==> src/nqm_pkg.sv <==
// Constants and carrier types shared by the queue-management command block.
package nqm_pkg;

  // Register byte offsets on the APB side.
  localparam logic [7:0] OFF_CTRL = 8'h00;
  localparam logic [7:0] OFF_CAP = 8'h04;
  localparam logic [7:0] OFF_STATUS = 8'h08;
  localparam logic [7:0] OFF_KILLED = 8'h0C;

  // Reset values: queuing enabled, every capability offered.
  localparam logic [31:0] CTRL_RST = 32'h0000_0001;
  localparam logic [4:0] CAP_ABORT_RST = 5'h1F;
  localparam logic [2:0] CAP_DL_RST = 3'h7;

  // Field positions in the CAP register.
  localparam int CAP_ABORT_LSB = 0;
  localparam int CAP_DL_LSB = 8;

  // Command and subcommand encodings.
  localparam logic [7:0] CMD_QMGMT = 8'h63;
  localparam logic [3:0] SUB_ABORT = 4'h0;
  localparam logic [3:0] SUB_DEADLINE = 4'h1;

  // Abort type codes carried in features bits 7:4 of the abort subcommand.
  localparam logic [3:0] ABT_ALL = 4'h0;
  localparam logic [3:0] ABT_STREAM = 4'h1;
  localparam logic [3:0] ABT_NONSTREAM = 4'h2;
  localparam logic [3:0] ABT_SELECTED = 4'h3;

  // Bit positions of the deadline request bits in features of subcommand 1h.
  localparam int FEAT_WRITE_DEADLINE_NO_CONTINUE_BIT = 4;
  localparam int FEAT_READ_DEADLINE_NO_CONTINUE_BIT = 5;

  // Tag fields sit in bits 7:3 of count and of the low LBA byte.
  localparam int TAG_LSB = 3;

  // Capability log layout.
  localparam logic [15:0] LOG_VERSION = 16'h0001;
  localparam logic [6:0] LOG_DW_ABORT = 7'h00;
  localparam logic [6:0] LOG_DW_DEADLINE = 7'h01;

  typedef struct packed {
    logic [7:0] code;
    logic [15:0] features;
    logic [15:0] count;
    logic [7:0] lbaLow;
  } nqm_cmd_s;

  typedef struct packed {
    logic valid;
    logic err;
    logic abrt;
    logic [31:0] act;
    logic [31:0] kill;
  } nqm_res_s;

  typedef enum logic [1:0] {
    ST_IDLE = 2'b00,
    ST_EXEC = 2'b01
  } nqm_state_e;

endpackage

==> src/nqm_queue_mgmt.sv <==
// Queue-management command interpreter with capability log and APB registers.
//
// What this block does
// - Command code 63h is the queue-management command, queued with no data phase.
// - With queuing disabled the command aborts with ERR and ABRT.
// - Subcommand 0h is abort, 1h deadline handling, 2h-Fh reserved.
// - An invalid subcommand aborts the command and all outstanding queued commands.
// - The low LBA byte carries the managed queue tag selecting the target.
// - Abort runs immediately, ahead of normal queue ordering.
// - Abort only touches commands accepted before this command was accepted.
// - A supported abort type reports success even when nothing was aborted.
// - Success sends completion bits for this command and every aborted one.
// - Disabled queuing, own tag, invalid tag or unsupported type all abort.
// - Subcommand 1h sets the write and read deadline no-continue bits.
// - Deadline bits survive soft reset and COMRESET, lost on power-up reset.
// - Supported deadline handling completes without error via completion bits.
// - Capability log 12h exists whenever the command is supported, flagged in identify.
// - The log is 512 bytes with version word 0001h.
// - Dword 0 holds abort capability flags in bits 4:0, rest zero.
// - Dword 1 holds deadline capability flags in bits 2:0, rest zero.
// - All reserved log fields and dwords beyond the second read zero.
//
// Chosen here: the address map and the APB register port.
`timescale 1ns/100ps
module nqm_queue_mgmt
  import nqm_pkg::*;
#(
  parameter int QDEPTH = 32
) (
  input wire logic clk,
  input wire logic nrst,
  input wire logic softReset,
  input wire logic comReset,
  input wire logic [7:0] paddr,
  input wire logic psel,
  input wire logic penable,
  input wire logic pwrite,
  input wire logic [31:0] pwdata,
  output logic [31:0] prdata,
  output logic pready,
  output logic pslverr,
  input wire logic cmdValid,
  output logic cmdReady,
  input nqm_cmd_s cmd,
  input wire logic [31:0] activeTags,
  input wire logic [31:0] streamTags,
  output nqm_res_s res,
  output logic write_deadline_no_continue,
  output logic read_deadline_no_continue,
  input wire logic logReq,
  input wire logic [6:0] logDword,
  output logic logValid,
  output logic [31:0] logData,
  output logic [15:0] logVersion,
  output logic idQmSupported
);

  function automatic logic [31:0] tagBit(input logic [4:0] t);
    tagBit = 32'h0000_0001 << t;
  endfunction

  // Register state.
  logic [31:0] ctrl;
  logic [4:0] capAbort;
  logic [2:0] capDl;
  logic [31:0] killedLast;
  logic lastErr;
  logic [31:0] next_ctrl;
  logic [4:0] next_capAbort;
  logic [2:0] next_capDl;
  logic [31:0] next_prdata;
  logic next_pslverr;
  logic apbAccess;
  logic apbSetup;
  logic mapped;
  logic queuingOn;

  assign apbAccess = psel && penable;
  assign apbSetup = psel && !penable;
  assign pready = 1'b1;
  assign queuingOn = ctrl[0];
  assign mapped = (paddr == OFF_CTRL) || (paddr == OFF_CAP) || (paddr == OFF_STATUS) || (paddr == OFF_KILLED);

  always_comb begin
    next_ctrl = ctrl;
    next_capAbort = capAbort;
    next_capDl = capDl;
    next_prdata = 32'h0000_0000;
    next_pslverr = 1'b0;
    // Read data and the error flag are registered in the setup cycle, so they already
    // stand in the access cycle in which the master takes them with no wait state.
    if (apbSetup) begin
      next_pslverr = !mapped;
      if (!pwrite) begin
        unique case (paddr)
          OFF_CTRL: next_prdata = ctrl;
          OFF_CAP: next_prdata = {21'h00_0000, capDl, 3'h0, capAbort};
          OFF_STATUS: next_prdata = {29'h0000_0000, lastErr, read_deadline_no_continue,
                                     write_deadline_no_continue};
          OFF_KILLED: next_prdata = killedLast;
          default: next_prdata = 32'h0000_0000;
        endcase
      end
    end
    if (apbAccess && pwrite) begin
      if (paddr == OFF_CTRL) begin
        next_ctrl = {31'h0000_0000, pwdata[0]};
      end
      if (paddr == OFF_CAP) begin
        next_capAbort = pwdata[CAP_ABORT_LSB +: 5];
        next_capDl = pwdata[CAP_DL_LSB +: 3];
      end
    end
  end

  always_ff @(posedge clk or negedge nrst) begin
    if (!nrst) begin
      ctrl <= CTRL_RST;
      capAbort <= CAP_ABORT_RST;
      capDl <= CAP_DL_RST;
      prdata <= 32'h0000_0000;
      pslverr <= 1'b0;
    end else begin
      ctrl <= next_ctrl;
      capAbort <= next_capAbort;
      capDl <= next_capDl;
      prdata <= next_prdata;
      pslverr <= next_pslverr;
    end
  end

  // Command execution. The snapshot of accepted tags is taken when this command is
  // accepted, so commands that arrive later can never be swept up by the abort.
  nqm_state_e state;
  nqm_state_e next_state;
  nqm_cmd_s held;
  nqm_cmd_s next_held;
  logic [31:0] snapTags;
  logic [31:0] next_snapTags;
  logic [31:0] snapStream;
  logic [31:0] next_snapStream;
  nqm_res_s next_res;
  logic [31:0] next_killedLast;
  logic next_lastErr;
  logic next_write_deadline_no_continue;
  logic next_read_deadline_no_continue;
  logic [4:0] ownTag;
  logic [4:0] tgtTag;
  logic [3:0] sub;
  logic [3:0] abType;
  logic tagBad;
  logic typeOk;
  logic wantW;
  logic wantR;
  logic [31:0] victims;
  logic localReset;

  assign localReset = softReset || comReset;
  assign cmdReady = (state == ST_IDLE);
  assign ownTag = held.count[TAG_LSB +: 5];
  assign tgtTag = held.lbaLow[TAG_LSB +: 5];
  assign sub = held.features[3:0];
  assign abType = held.features[7:4];
  assign wantW = held.features[FEAT_WRITE_DEADLINE_NO_CONTINUE_BIT];
  assign wantR = held.features[FEAT_READ_DEADLINE_NO_CONTINUE_BIT];
  assign tagBad = (tgtTag == ownTag) || (32'(tgtTag) >= QDEPTH);

  always_comb begin
    victims = 32'h0000_0000;
    typeOk = 1'b0;
    unique case (abType)
      ABT_ALL: begin
        typeOk = capAbort[1];
        victims = snapTags;
      end
      ABT_STREAM: begin
        typeOk = capAbort[2];
        victims = snapTags & snapStream;
      end
      ABT_NONSTREAM: begin
        typeOk = capAbort[3];
        victims = snapTags & ~snapStream;
      end
      ABT_SELECTED: begin
        typeOk = capAbort[4];
        victims = snapTags & tagBit(tgtTag);
      end
      default: begin
        typeOk = 1'b0;
        victims = 32'h0000_0000;
      end
    endcase
    victims = victims & ~tagBit(ownTag);
  end

  always_comb begin
    next_state = state;
    next_held = held;
    next_snapTags = snapTags;
    next_snapStream = snapStream;
    next_res = '0;
    next_killedLast = killedLast;
    next_lastErr = lastErr;
    next_write_deadline_no_continue = write_deadline_no_continue;
    next_read_deadline_no_continue = read_deadline_no_continue;
    unique case (state)
      ST_IDLE: begin
        if (cmdValid && cmd.code == CMD_QMGMT) begin
          next_held = cmd;
          next_snapTags = activeTags;
          next_snapStream = streamTags;
          next_state = ST_EXEC;
        end
      end
      ST_EXEC: begin
        next_state = ST_IDLE;
        next_res.valid = 1'b1;
        next_res.err = 1'b1;
        next_res.abrt = 1'b1;
        if (!queuingOn) begin
          next_res.err = 1'b1;
        end else if (sub != SUB_ABORT && sub != SUB_DEADLINE) begin
          next_res.kill = snapTags;
        end else if (tagBad) begin
          next_res.err = 1'b1;
        end else if (sub == SUB_ABORT) begin
          if (capAbort[0] && typeOk) begin
            next_res.err = 1'b0;
            next_res.abrt = 1'b0;
            next_res.kill = victims;
            next_res.act = victims | tagBit(ownTag);
          end
        end else if (capDl[0] && (!wantW || capDl[1]) && (!wantR || capDl[2])) begin
          next_write_deadline_no_continue = wantW;
          next_read_deadline_no_continue = wantR;
          next_res.err = 1'b0;
          next_res.abrt = 1'b0;
          next_res.act = tagBit(ownTag);
        end
        next_killedLast = next_res.kill;
        next_lastErr = next_res.err;
      end
      default: next_state = ST_IDLE;
    endcase
    if (localReset) begin
      next_state = ST_IDLE;
      next_res = '0;
      // A command cut short by reset leaves no trace in the deadline bits or status.
      next_write_deadline_no_continue = write_deadline_no_continue;
      next_read_deadline_no_continue = read_deadline_no_continue;
      next_killedLast = killedLast;
      next_lastErr = lastErr;
    end
  end

  always_ff @(posedge clk or negedge nrst) begin
    if (!nrst) begin
      state <= ST_IDLE;
      held <= '0;
      snapTags <= 32'h0000_0000;
      snapStream <= 32'h0000_0000;
      res <= '0;
      killedLast <= 32'h0000_0000;
      lastErr <= 1'b0;
      write_deadline_no_continue <= 1'b0;
      read_deadline_no_continue <= 1'b0;
    end else begin
      state <= next_state;
      held <= next_held;
      snapTags <= next_snapTags;
      snapStream <= next_snapStream;
      res <= next_res;
      killedLast <= next_killedLast;
      lastErr <= next_lastErr;
      // Soft reset and COMRESET deliberately leave the deadline bits alone.
      write_deadline_no_continue <= next_write_deadline_no_continue;
      read_deadline_no_continue <= next_read_deadline_no_continue;
    end
  end

  // Capability log read port; flags come from the same CAP bits the decoder uses.
  logic [31:0] next_logData;
  logic next_logValid;
  logic [15:0] next_logVersion;
  logic next_idQmSupported;

  always_comb begin
    next_logValid = logReq;
    next_logData = logData;
    next_logVersion = LOG_VERSION;
    next_idQmSupported = capAbort[0] || capDl[0];
    if (logReq) begin
      unique case (logDword)
        LOG_DW_ABORT: next_logData = {27'h000_0000, capAbort};
        LOG_DW_DEADLINE: next_logData = {29'h0000_0000, capDl};
        default: next_logData = 32'h0000_0000;
      endcase
    end
  end

  always_ff @(posedge clk or negedge nrst) begin
    if (!nrst) begin
      logValid <= 1'b0;
      logData <= 32'h0000_0000;
      logVersion <= 16'h0000;
      idQmSupported <= 1'b0;
    end else begin
      logValid <= next_logValid;
      logData <= next_logData;
      logVersion <= next_logVersion;
      idQmSupported <= next_idQmSupported;
    end
  end

endmodule // nqm_queue_mgmt

==> config.mk <==
export PLATFORM = sky130hd
export DESIGN_NAME = nqm_queue_mgmt
export DESIGN_NICKNAME = d
export VERILOG_FILES = /design/src/nqm_pkg.sv /design/src/nqm_queue_mgmt.sv
export SDC_FILE = /design/constraint.sdc
export NUM_CORES = 1
export LEC_CHECK = 0
export BUFFER_PORTS_ARGS = -buffer_cell sky130_fd_sc_hd__buf_2
export CORE_MARGIN = 3
export CORE_UTILIZATION = 55
export DETAILED_ROUTE_END_ITERATION = 10
export PLACE_DENSITY = 0.83
export SKIP_LAST_GASP = 1
export SLEW_MARGIN = 10
export SYNTH_ARGS = -nofsm -noshare
export SYNTH_HDL_FRONTEND = slang
export SYNTH_SLANG_ARGS = --single-unit
==> constraint.sdc <==
create_clock -name clk -period 4.7 [get_ports clk]
set_input_delay 1.175 -clock clk [delete_from_list [all_inputs] [get_ports clk]]
set_output_delay 1.175 -clock clk [all_outputs]
set_load 0.02 [all_outputs]
Yosys cells after proc, flatten, opt, wreduce, memory -nomap -nowiden. Cells that the tools add are included.

Register bits: 269. Input bits: 168. Output and inout port bits: 154. Logic and storage cells: 107.

Equal/unequal tests: 12. Shift operators: 2. Multiplexer cells: 28. Bitwise operators: 11. Reductions and logical operators: 30.

Operators with widths (count): two-way mux 66 bit (6); one-hot mux 32 bit (4 select lines) (2); two-way mux 34 bit (4); two-way mux 67 bit (2); two-way mux 65 bit (2); AND 32 bit (4); two-way mux 32 bit (4); NOT 32 bit (2); left shift 1 x 5 -> 32 bit (first input constant) (2); bitwise OR 32 bit (1); equality test 8 x 4 -> 1 bit (second input constant) (2); one-hot mux 5 bit (2 select lines) (1); equality test 4 x 2 -> 1 bit (second input constant) (2); equality test 8 x 3 -> 1 bit (second input constant) (1); equality test 8 x 7 -> 1 bit (second input constant) (1); logical AND 1 bit (8); logical NOT 4 bit (2); logical NOT 8 bit (1); AND reduction 2 bit (4); equality test 7 x 1 -> 1 bit (second input constant) (1); logical NOT 7 bit (1); logical OR 1 bit (7); AND reduction 7 bit (1); two-way mux 2 bit (3); 11 further kinds (19).

Longest topological paths before layout. Gate-level depths: netlist of the first run.

Depth in word-level cells: 18. Gate-level depth with buffers: 8. Gate-level depth less buffers: 5.

Least setup slack after synthesis of the first run. Ideal clock, no wire load.

Kind: input to register. From: input port comReset. To: register killedLast[27]. Library setup time: 80 ps. Data arrival time: 2463 ps. Required time: 4620 ps. Slack: 2156 ps. Stages on the path: 8. Path buffers: 3. Cell sequence: or3b_1 > buf_6 > clkinv_4 > and4_4 > o211ai_4 > buf_6 > buf_6 > o211ai_2.

Longest elaborated chain between the ends: 3.

RTL lines: start: declaration (line nqm_queue_mgmt.sv:33) `input wire logic comReset,`; logical OR 1 bit (line nqm_queue_mgmt.sv:158) `assign localReset = softReset || comReset;`; NOT 1 bit (no line); AND reduction 2 bit (no line); end signal: assignment (line nqm_queue_mgmt.sv:273) `killedLast <= next_killedLast;`; end: declaration (line nqm_queue_mgmt.sv:66) `logic [31:0] killedLast;`.

No other way between the ends. A chain may end at the register's enable or synchronous reset.

Worst setup path after layout of the first run.
From: input port comReset. To: register killedLast[10].

The elaborated chain is that of the path after synthesis.

==> results of run 1 <==
## placed cells by master, fill, tap and decap left out, drive strengths merged, types with 5 or more instances in the layout
master | Yosys | routed
o2111ai | 60 | 60
a21oi | 26 | 26
buf | 76 | 245
nand4 | 5 | 5
dfrtp | 226 | 226
nor3b | 6 | 6
xnor2 | 5 | 5
mux2 | 96 | 96
and2 | 27 | 27
nand3 | 10 | 10
nor2 | 18 | 18
dfstp | 9 | 9
nor2b | 6 | 6
o21ai | 36 | 36
mux2i | 7 | 7
nand2 | 102 | 102
o221ai | 30 | 30
inv | 7 | 7
o211ai | 34 | 34
clkbuf | 30 | 33
conb | 2 | 44
a21boi | 8 | 8
## registers in the layout (all words and copies together) (netlist names)
signal and cells:
logData 5, capAbort 5, logVersion 1, held 14, read_deadline_no_continue 1, res 67
killedLast 32, prdata 32, snapStream 32, pslverr 1, state 1, ctrl 1
idQmSupported 1, snapTags 32, write_deadline_no_continue 1, capDl 3, abType 4, lastErr 1
logValid 1
## final cells by class
type                       count  area (um^2)
tap                          234          293
clock inverter                 7          146
clock buffer                  33          704
multi-input combinational    578         4180
inverter                       8         35.0
timing repair buffer         245         1290
antenna                        4         10.0
fill                        1388         6210
sequential                   235         5890
## kinds of logic (layout without fill, tap and decap cells)
kind of cell,after synthesis,in the layout
compound gates,213,213
flops,235,235
buf+inv,114,293
other cells,2,48
xor+xnor,5,5
mux,105,105
simple gates,211,211
## worst max-delay path, stage by stage
cell and delay [ns]:
buf_2 0.10, or3b_1 0.51, buf_4 0.34, nor3b_4 0.21, buf_4 0.44, nand2_1 0.20, o211ai_1 0.13
## metrics by stage
stage	util	area [um^2]	power [uW]	instances	hold WS, ns
after floorplan	-	10700	2340	927	0.453
after global placement	0.623	11700	2450	1300	0.461
after detailed placement	0.623	11700	2460	1300	0.467
after CTS	0.669	12500	4480	1340	0.466
after global routing	0.669	12600	4600	1341	0.486
final	0.669	12600	4460	1344	0.458
## final timing paths
path                                 from        endpoint  slack, ns
max                              comReset  killedLast[10]       1.97
min                        killedLast[31]      prdata[31]       0.46
max reg2reg                      held[14]         res[14]       2.02
min reg2reg                killedLast[31]      prdata[31]       0.46
max in group asynchronous            nrst     snapTags[5]       2.99
min in group asynchronous            nrst   logVersion[0]       0.75
## metal layers
metal	track usage	share of wire
met2	0.436	0.48
met5	0	0
met1	0.372	0.41
met3	0.0443	0.075
met4	0.103	0.031
## power groups by stage
stage               Clock (uW)  Sequential (uW)  Combinational [uW]
floorplan                    0             2120                 212
global placement             0             2140                 312
detailed placement           0             2140                 319
CTS                       2050             2110                 321
global route              2140             2110                 352
finish                    2030             2110                 321
==> qor.csv, run 1 <==
stage,metric,value,unit
clocking,cts_tree,built,
synthesis,synth_edf_count,0,
critical_path,crit_type,in2reg,
clocking,cts_num_sinks,235,
place,gp_congestion,0.818,
synthesis,syn_inst,885,
route,wl,28.9,mm
die,dieWidth,145,um
timing,fin_crit,2.73,ns
critical_path,cp-start-kind,input port,
place,preCtsSetupSlack,1.51,ns
synthesis,muxShareOfSynthArea,0.113,
synthesis,synth_cell_types,65,
timing,tns,0,ns
route,ant_nets,0,
global_route,grt_max_degree,131,
clocking,root_buffer,clkbuf_16,
pwr,pwr-share-clk,0.455,
timing,rsz0062_at_grt,no,
clocking,ctsHtreeMaxLevel,1,
synthesis,postSynth.asyncResetShare,1.00,
route,routedWlPerCell,21.5,um
pwr,p_sw,1030,uW
route,via_per_inst,6.03,
timing,finalMaxSlewViolations,0,
clocking,clk_pin_slew,0.07,ns
synthesis,synth_seq_cells,235,
synthesis,yosys.area.top_type,dfrtp_1,
die,fp.dieH,145,um
global_route,grt_pass1_vias,7999,
pwr,p_sw_frac,0.231,
die,ioPinCount,322,
clocking,cts_max_path_buffers,3,
global_route,grt_pass1_wl,43.7,mm
synthesis,synth_simple_gate_area_frac,0.106,
timing,slew_headroom,0.226,
pwr,ir_drop,0.268,mV
critical_path,cp-end-kind,flop,
die,rows,50,
clocking,cts_buffers,24,
synthesis,yosysSeqAreaShare,0.557,
min_path,min_path_type,reg2reg,
status,status,"finished, final reports clean",
synthesis,synth_compound_area_frac,0.156,
die,start_util,0.563,
synthesis,synth_top_family_by_area,compound AO/OA/AOI/OAI gates,
pwr,p_leak,0.00619,uW
finish,finalNetCount,1260,
timing,fin_skew,0.0251,ns
pwr,intPower,3430,uW
global_route,grt.overflow.total,0,
synthesis,synth_common_cells,"dfrtp_1 (226), nand2_1 (102), mux2_2 (96)",
route,vias,8103,
timing,setup_viol,0,
pwr,p_seq_frac,0.473,
global_route,antenna_found_initial,1,
finish,drive_above_1_share,0.381,
critical_path,worstPathRequired,5.13,ns
pwr,comb_power_share,0.072,
clocking,hold_buffers,0,
synthesis,synthXorXnorAreaFrac,0.00414,
critical_path,cp_max_fo,35,
die,dieArea,0.0209,mm^2
place,io_buffers,232,
min_path,min_path_cells,1,
timing,fmax,367,MHz
timing,period_share,0.580,
route,drcViolationCount,0,
global_route,grt_use_total,0.271,
synthesis,synth.most_common_cell,dfrtp_1,
timing,timing_hold_violations_final,0,
critical_path,reg2reg_depth,5,
finish,area.growth.synth_to_final,18.8,%
critical_path,arrival,3.16,ns
synthesis,synth_area_leaders,"dfrtp_1 (53%), mux2_2 (10%), o2111ai_1 (4.9%)",
synthesis,syn-cell-area,0.0106,mm^2
pwr,powerDensity,355,mW/mm^2
clocking,cts_resized,0,
clocking,cts_setup_buffers,0,
synthesis,synth_top_area_share,0.535,
synthesis,avgSynthCellArea,11.9,um^2
timing,worst_pin_slew,1.16,ns
die,core,0.0188,mm^2
synthesis,yosysWarnings,0,
route,drtPass1Iterations,6,
route,first_iter_violations,512,
flow_run,maxCapViolations,0,
synthesis,synthAdderAreaFrac,0,
clocking,clk_latency,0.53,ns
timing,worst_slack,1.97,ns
place,post-dp-hpwl,19.1,mm
synthesis,synth-main-ff-cell,dfrtp_1,
Power figures use the tool's default switching activity.
==> run 2, diff against run 1 <==
Settings changed: ABC_AREA set to 1, CORE_UTILIZATION 55 to 48, PLACE_DENSITY 0.83 to 0.75.
Clock period 4.7 ns to 2.3 ns, I/O delays scaled along.
==> run 2 against run 1 <==
  * Cell area is 9.5% higher
  * Synthesized cell count increased by 74%
  * Clock skew shrank 0.015 ns
  * Area after synthesis grew 9.8%
  * Critical endpoint is now killedLast[17]
  * Highest routed layer unchanged
==> qor.csv, run 2 <==
stage,metric,value,unit,change
finish,final_cell_mix,"nand2_1 (394), nor2_1 (254), buf_2 (231)",,"was buf_2 (231), dfrtp_1 (225), nand2_1 (102)"
timing,period_share,0.903,,
clocking,cts_buffers,25,,was 24
clocking,cts_num_sinks,235,,unchanged
route,wl,31.3,mm,was 28.9 mm
synthesis,syn-cell-area,0.0116,mm^2,was 0.0106 mm^2
min_path,min_path_type,in2reg,,was reg2reg
synthesis,avgSynthCellArea,7.53,um^2,was 11.9 um^2
finish,final_common_cell,nand2_1,,was buf_2
synthesis,synth_cell_types,38,,was 65
global_route,grt_use_total,0.236,,was 0.271
finish,n_antenna_cell,0,,was 4
synthesis,synth_common_cells,"nand2_1 (394), nor2_1 (254), dfrtp_1 (226)",,"was dfrtp_1 (226), nand2_1 (102), mux2_2 (96)"
timing,tns,0,ns,unchanged
pwr,total_power,9080,uW,was 4460 uW
synthesis,yosys.area.top_type,dfrtp_1,,unchanged
route,drcViolationCount,0,,unchanged
timing,fin_crit,2.08,ns,
timing,whs,0.257,ns,was 0.458 ns
timing,worst_pin_slew,0.624,ns,was 1.16 ns
finish,n_fill_cell,2168,,was 1388
pwr,ir_drop,0.419,mV,was 0.268 mV
synthesis,yosysSeqAreaShare,0.508,,was 0.557
route,routedWlPerCell,15.1,um,was 21.5 um
place,io_buffers,232,,unchanged
route,vias,10200,,was 8103
synthesis,synth.most_common_cell,nand2_1,,was dfrtp_1
place,place_inst,2037,,was 1300
clocking,clk_latency,0.51,ns,was 0.53 ns
die,start_util,0.491,,was 0.563
route,first_iter_violations,1119,,was 512
synthesis,synth_top_area_share,0.487,,was 0.535
die,dieWidth,161,um,was 145 um
global_route,grt.overflow.total,0,,unchanged
finish,stdcell_count,2080,,was 1344
finish,finalNetCount,1914,,was 1260
finish,area.growth.synth_to_final,18.5,%,was 18.8%
pwr,powerDensity,661,mW/mm^2,was 355 mW/mm^2
timing,fmax,481,MHz,
place,gp_congestion,0.940,,was 0.818
die,ioPinCount,322,,unchanged
critical_path,cp_max_fo,19,,was 35
synthesis,synth_edf_count,0,,unchanged
global_route,grt_pass1_vias,9259,,was 7999
global_route,grt_max_degree,166,,was 131
clocking,cts_tree,built,,unchanged
route,via_per_inst,4.88,,was 6.03
synthesis,synth_area_leaders,"dfrtp_1 (49%), nand2_1 (13%), nor2_1 (8.2%)",,"was dfrtp_1 (53%), mux2_2 (10%), o2111ai_1 (4.9%)"
timing,finalMaxSlewViolations,0,,unchanged
critical_path,cp-start-kind,flop,,was input port
clocking,ctsHtreeMaxLevel,1,,unchanged
global_route,antenna_found_initial,0,,was 1
synthesis,postSynth.asyncResetShare,1.00,,unchanged
flow_run,maxCapViolations,0,,unchanged
die,fp.dieH,161,um,was 145 um
status,status,"finished, final reports clean",,unchanged
route,ant_nets,0,,unchanged
critical_path,cp-end-kind,flop,,unchanged
timing,fin_skew,0.00998,ns,was 0.0251 ns
route,drtPass1Iterations,5,,was 6
clocking,clk_pin_slew,0.06,ns,was 0.07 ns
global_route,grt_pass1_wl,49.2,mm,was 43.7 mm
die,dieArea,0.0261,mm^2,was 0.0209 mm^2
synthesis,synth_seq_cells,235,,unchanged
critical_path,crit_type,reg2reg,,was in2reg
synthesis,syn_inst,1540,,was 885
critical_path,worstPathRequired,2.74,ns,was 5.13 ns
timing,rsz0062_at_grt,no,,unchanged
clocking,root_buffer,clkbuf_16,,unchanged
synthesis,yosysWarnings,0,,unchanged
place,post-dp-hpwl,23.2,mm,was 19.1 mm
die,core,0.0236,mm^2,was 0.0188 mm^2
finish,regMostFlops,res,,unchanged
finish,drive_above_1_share,0.186,,was 0.381
clocking,cts_max_path_buffers,3,,unchanged
timing,setup_viol,0,,unchanged
timing,slew_headroom,0.580,,was 0.226
synthesis,synth-main-ff-cell,dfrtp_1,,unchanged
finish,largest_reg_flops,67,,unchanged
critical_path,arrival,2.52,ns,was 3.16 ns
pwr,p_leak,0.00796,uW,was 0.00619 uW
timing,timing_hold_violations_final,0,,unchanged
die,rows,56,,was 50
run 2: worst max-delay path, cell delays in order (launching register included):
cell and delay, ns:
dfrtp_1 0.41, nor2_2 0.40, buf_4 0.33, nand2_1 0.10, a21oi_1 0.12, nand2_1 0.12
nor2_1 0.10, nand3_1 0.12, nand2_1 0.09, nand2_1 0.11, nand2_1 0.09
run 2: area by class of cell:
| type | count | area (um^2) | area share |
|---|---|---|---|
| Sequential cell | 235 | 5890 | 0.429 |
| Multi-Input combinational cell | 1026 | 4440 | 0.323 |
| Timing Repair Buffer | 258 | 1480 | 0.108 |
| Inverter | 200 | 751 | 0.0546 |
| Clock buffer | 35 | 713 | 0.0519 |
| Tap cell | 319 | 399 | 0.0290 |
| Clock inverter | 7 | 73.8 | 0.00537 |
run 2: routing by layer:
metal / vias to the layer above / share of wire / global-route usage / wire length (um)
met3: 38 / 0.070 / 0.0231 / 2180
met4: 0 / 0.018 / 0.0520 / 561
met1: 4650 / 0.48 / 0.370 / 15000
met2: 409 / 0.43 / 0.357 / 13500
li1: 5057 / - / - / -
met5: - / 0 / 0 / 0
run 2: final timing paths:
path,startpoint,endpoint,slack (ns),depth (start not counted)
max,abType[3],killedLast[17],0.22,10
min,logReq,logValid,0.26,1
min reg2reg,logData[2],logData[2],0.48,2
min in group asynchronous,nrst,prdata[19],0.56,2
max in group asynchronous,nrst,capAbort[3],1.05,3
max reg2reg,abType[3],killedLast[17],0.22,10
run 2: kinds of logic after synthesis:
group                     share of synthesized area
buffers and inverters                         0.124
AOI/OAI and AO/OA                            0.0964
DFF                                           0.508
xor gates and xnor gates                    0.00302
muxes                                       0.00291
other                                      0.000647
and+or+nand+nor                               0.265
run 2: timing repair:
item | 4_1_cts | 5_1_grt
resized for setup | 0 | 1
hold buffers | 1 | 0
endpoints found under the hold margin | 47 | 0
setup buffers | 0 | 0
setup endpoints to repair | 0 | 11
run 2: stage by stage:
step                      setup slack, ns   util  cell area, um^2
final                               0.222  0.582            13700
after global routing               0.0350  0.582            13700
after CTS                           0.141  0.582            13700
after detailed placement            0.153  0.548            12900
after global placement              0.183  0.548            12900
after floorplan                     0.622      -            11800
run 2: power breakdown:
group	switching (uW)	total, uW	internal [uW]	leakage (uW)
clock network	1550	3820	2270	0.000385
registers	102	4310	4210	0.00322
logic	657	947	291	0.00436
total	2310	9080	6770	0.00796
==> run 3, diff against run 2 <==
Settings changed: ABC_AREA 1 to unset, CORE_UTILIZATION 48 to 47, SLEW_MARGIN 10 to 20.
==> run 3 against run 2 <==
  * Wire length down 5.8%
  * Clock-buffer cell count up 7
  * Critical path type unchanged
  * Cell count down 32%
  * Core utilization up 0.24 points
  * Critical endpoint is now res[5]
==> qor.csv, run 3 (same netlist as run 1, synthesis figures left out) <==
stage,metric,value,unit,change
clocking,root_buffer,clkbuf_16,,unchanged
timing,timing_hold_violations_final,0,,unchanged
global_route,antenna_found_initial,8,,was 0
die,ioPinCount,322,,unchanged
timing,rsz0062_at_grt,no,,unchanged
timing,tns,0,ns,unchanged
timing,slew_headroom,0.595,,was 0.580
timing,worst_pin_slew,0.606,ns,was 0.624 ns
clocking,clk_pin_slew,0.05,ns,was 0.06 ns
route,routedWlPerCell,20.8,um,was 15.1 um
flow_run,maxCapViolations,0,,unchanged
timing,period_share,0.917,,was 0.903
finish,n_fill_cell,1837,,was 2168
critical_path,cp-start-kind,flop,,unchanged
critical_path,slowest_delay,0.58,ns,was 0.41 ns
route,wl,29.5,mm,was 31.3 mm
critical_path,arrival,2.54,ns,was 2.52 ns
place,post-dp-hpwl,20.4,mm,was 23.2 mm
pwr,ir_drop,0.522,mV,was 0.419 mV
clocking,cts_resized,0,,unchanged
route,drcViolationCount,0,,unchanged
finish,final_common_cell,buf_2,,was nand2_1
route,via_per_inst,5.74,,was 4.88
place,preCtsSetupSlack,0.0638,ns,was 0.153 ns
finish,finalNetCount,1285,,was 1914
finish,regMostFlops,res,,unchanged
timing,fin_crit,2.11,ns,was 2.08 ns
critical_path,cp_max_fo,15,,was 19
critical_path,worstPathRequired,2.73,ns,was 2.74 ns
critical_path,worst_path_max_delay_cell,dfrtp_2,,was dfrtp_1
timing,fmax,474,MHz,was 481 MHz
finish,area.growth.synth_to_final,21.4,%,was 18.5%
clocking,ctsHtreeMaxLevel,1,,unchanged
pwr,p_leak,0.00631,uW,was 0.00796 uW
clocking,cts_max_path_buffers,3,,unchanged
route,ant_nets,0,,unchanged
critical_path,cp-end-kind,flop,,unchanged
timing,worst_slack,0.190,ns,was 0.222 ns
global_route,grt_pass1_vias,7952,,was 9259
die,rows,54,,was 56
place,gp_congestion,0.858,,was 0.940
min_path,min_path_type,in2reg,,unchanged
critical_path,crit_type,reg2reg,,unchanged
finish,largest_reg_flops,67,,unchanged
place,io_buffers,232,,unchanged
route,drtPass1Iterations,4,,was 5
die,core,0.0220,mm^2,was 0.0236 mm^2
route,first_iter_violations,593,,was 1119
global_route,grt_max_degree,84,,was 166
finish,multi_input_comb_area,0.00418,mm^2,was 0.00444 mm^2
global_route,grt_use_total,0.234,,was 0.236
timing,finalMaxSlewViolations,0,,unchanged
die,fp.dieH,156,um,was 161 um
die,dieWidth,156,um,was 161 um
pwr,powerDensity,701,mW/mm^2,was 661 mW/mm^2
global_route,grt_pass1_wl,44.6,mm,was 49.2 mm
die,start_util,0.481,,was 0.491
die,dieArea,0.0243,mm^2,was 0.0261 mm^2
clocking,cts_num_sinks,235,,unchanged
clocking,cts_tree,built,,unchanged
status,status,"finished, final reports clean",,unchanged
finish,final_cell_mix,"buf_2 (231), dfrtp_1 (225), nand2_1 (102)",,"was nand2_1 (394), nor2_1 (254), buf_2 (231)"
route,vias,8143,,was 10200
timing,setup_viol,0,,unchanged
clocking,clk_latency,0.52,ns,was 0.51 ns
global_route,grt.overflow.total,0,,unchanged
critical_path,cp_cell_sequence,"nand4b_1, o221ai_1, o2111ai_1, o21ai_0",,"was nor2_2, buf_4, nand2_1, a21oi_1, nand2_1, nor2_1, nand3_1, nand2_1, nand2_1, nand2_1"
finish,seq_area,0.00589,mm^2,about the same
finish,drive_above_1_share,0.389,,was 0.186
timing,fin_skew,0.0125,ns,was 0.00998 ns
clocking,cts_buffers,26,,was 25
run 3: power breakdown:
| group | leakage (uW) | switching [uW] | internal (uW) |
|---|---|---|---|
| clock network | 0.000402 | 1580 | 2410 |
| registers | 0.00323 | 99.9 | 4210 |
| logic | 0.00268 | 435 | 254 |
| total | 0.00631 | 2120 | 6880 |
run 3: per-layer routing:
metal  GRT usage  part of all wire  up-vias
met5           0            0.0017        -
met3      0.0447             0.067       83
met2       0.375              0.48      331
met1       0.318              0.42     4057
met4      0.0887             0.034        8
li1            -                 -     3664
run 3: critical path: cells and delay by family (launching register included):
kind / cells / cell delay, ns
AOI/OAI and AO/OA: 3 / 0.88
DFF: 1 / 0.58
and+or+nand+nor: 1 / 0.55
run 3: through the flow:
| stage | area [um^2] | utilization | instances | hold WS [ns] | power [uW] |
|---|---|---|---|---|---|
| 2_1_floorplan | 10700 | - | 927 | 0.279 | 4780 |
| 3_3_place_gp | 12000 | 0.546 | 1368 | 0.461 | 5050 |
| 3_5_place_dp | 12000 | 0.546 | 1368 | 0.468 | 5070 |
| 4_1_cts | 12800 | 0.584 | 1414 | 0.212 | 9070 |
| 5_1_grt | 12800 | 0.585 | 1418 | 0.221 | 9330 |
| 6_report | 12800 | 0.585 | 1418 | 0.226 | 9000 |
run 3: final cells by class:
cell class | instances | share of cell area
Timing Repair Buffer | 268 | 0.120
Antenna cell | 4 | 0.000780
Clock buffer | 42 | 0.0609
Tap cell | 280 | 0.0273
Inverter | 8 | 0.00273
Clock inverter | 3 | 0.00312
Multi-Input combinational cell | 578 | 0.326
Sequential cell | 235 | 0.459
run 3: worst paths after layout:
check	startpoint	cells past startpoint	slack [ns]	to
max	abType[0]	4	0.19	res[5]
min	softReset	2	0.23	state[0]
max reg2reg	abType[0]	4	0.19	res[5]
min reg2reg	killedLast[12]	1	0.48	prdata[12]
max in group asynchronous	nrst	3	1.00	capAbort[0]
min in group asynchronous	nrst	2	0.56	res[25]
run 3: repair_timing:
action / in CTS / in global routing
endpoints found under the setup margin: 0 / 0
hold buffers: 1 / 0
endpoints found under the hold margin: 47 / 0
buffers inserted: 0 / 0
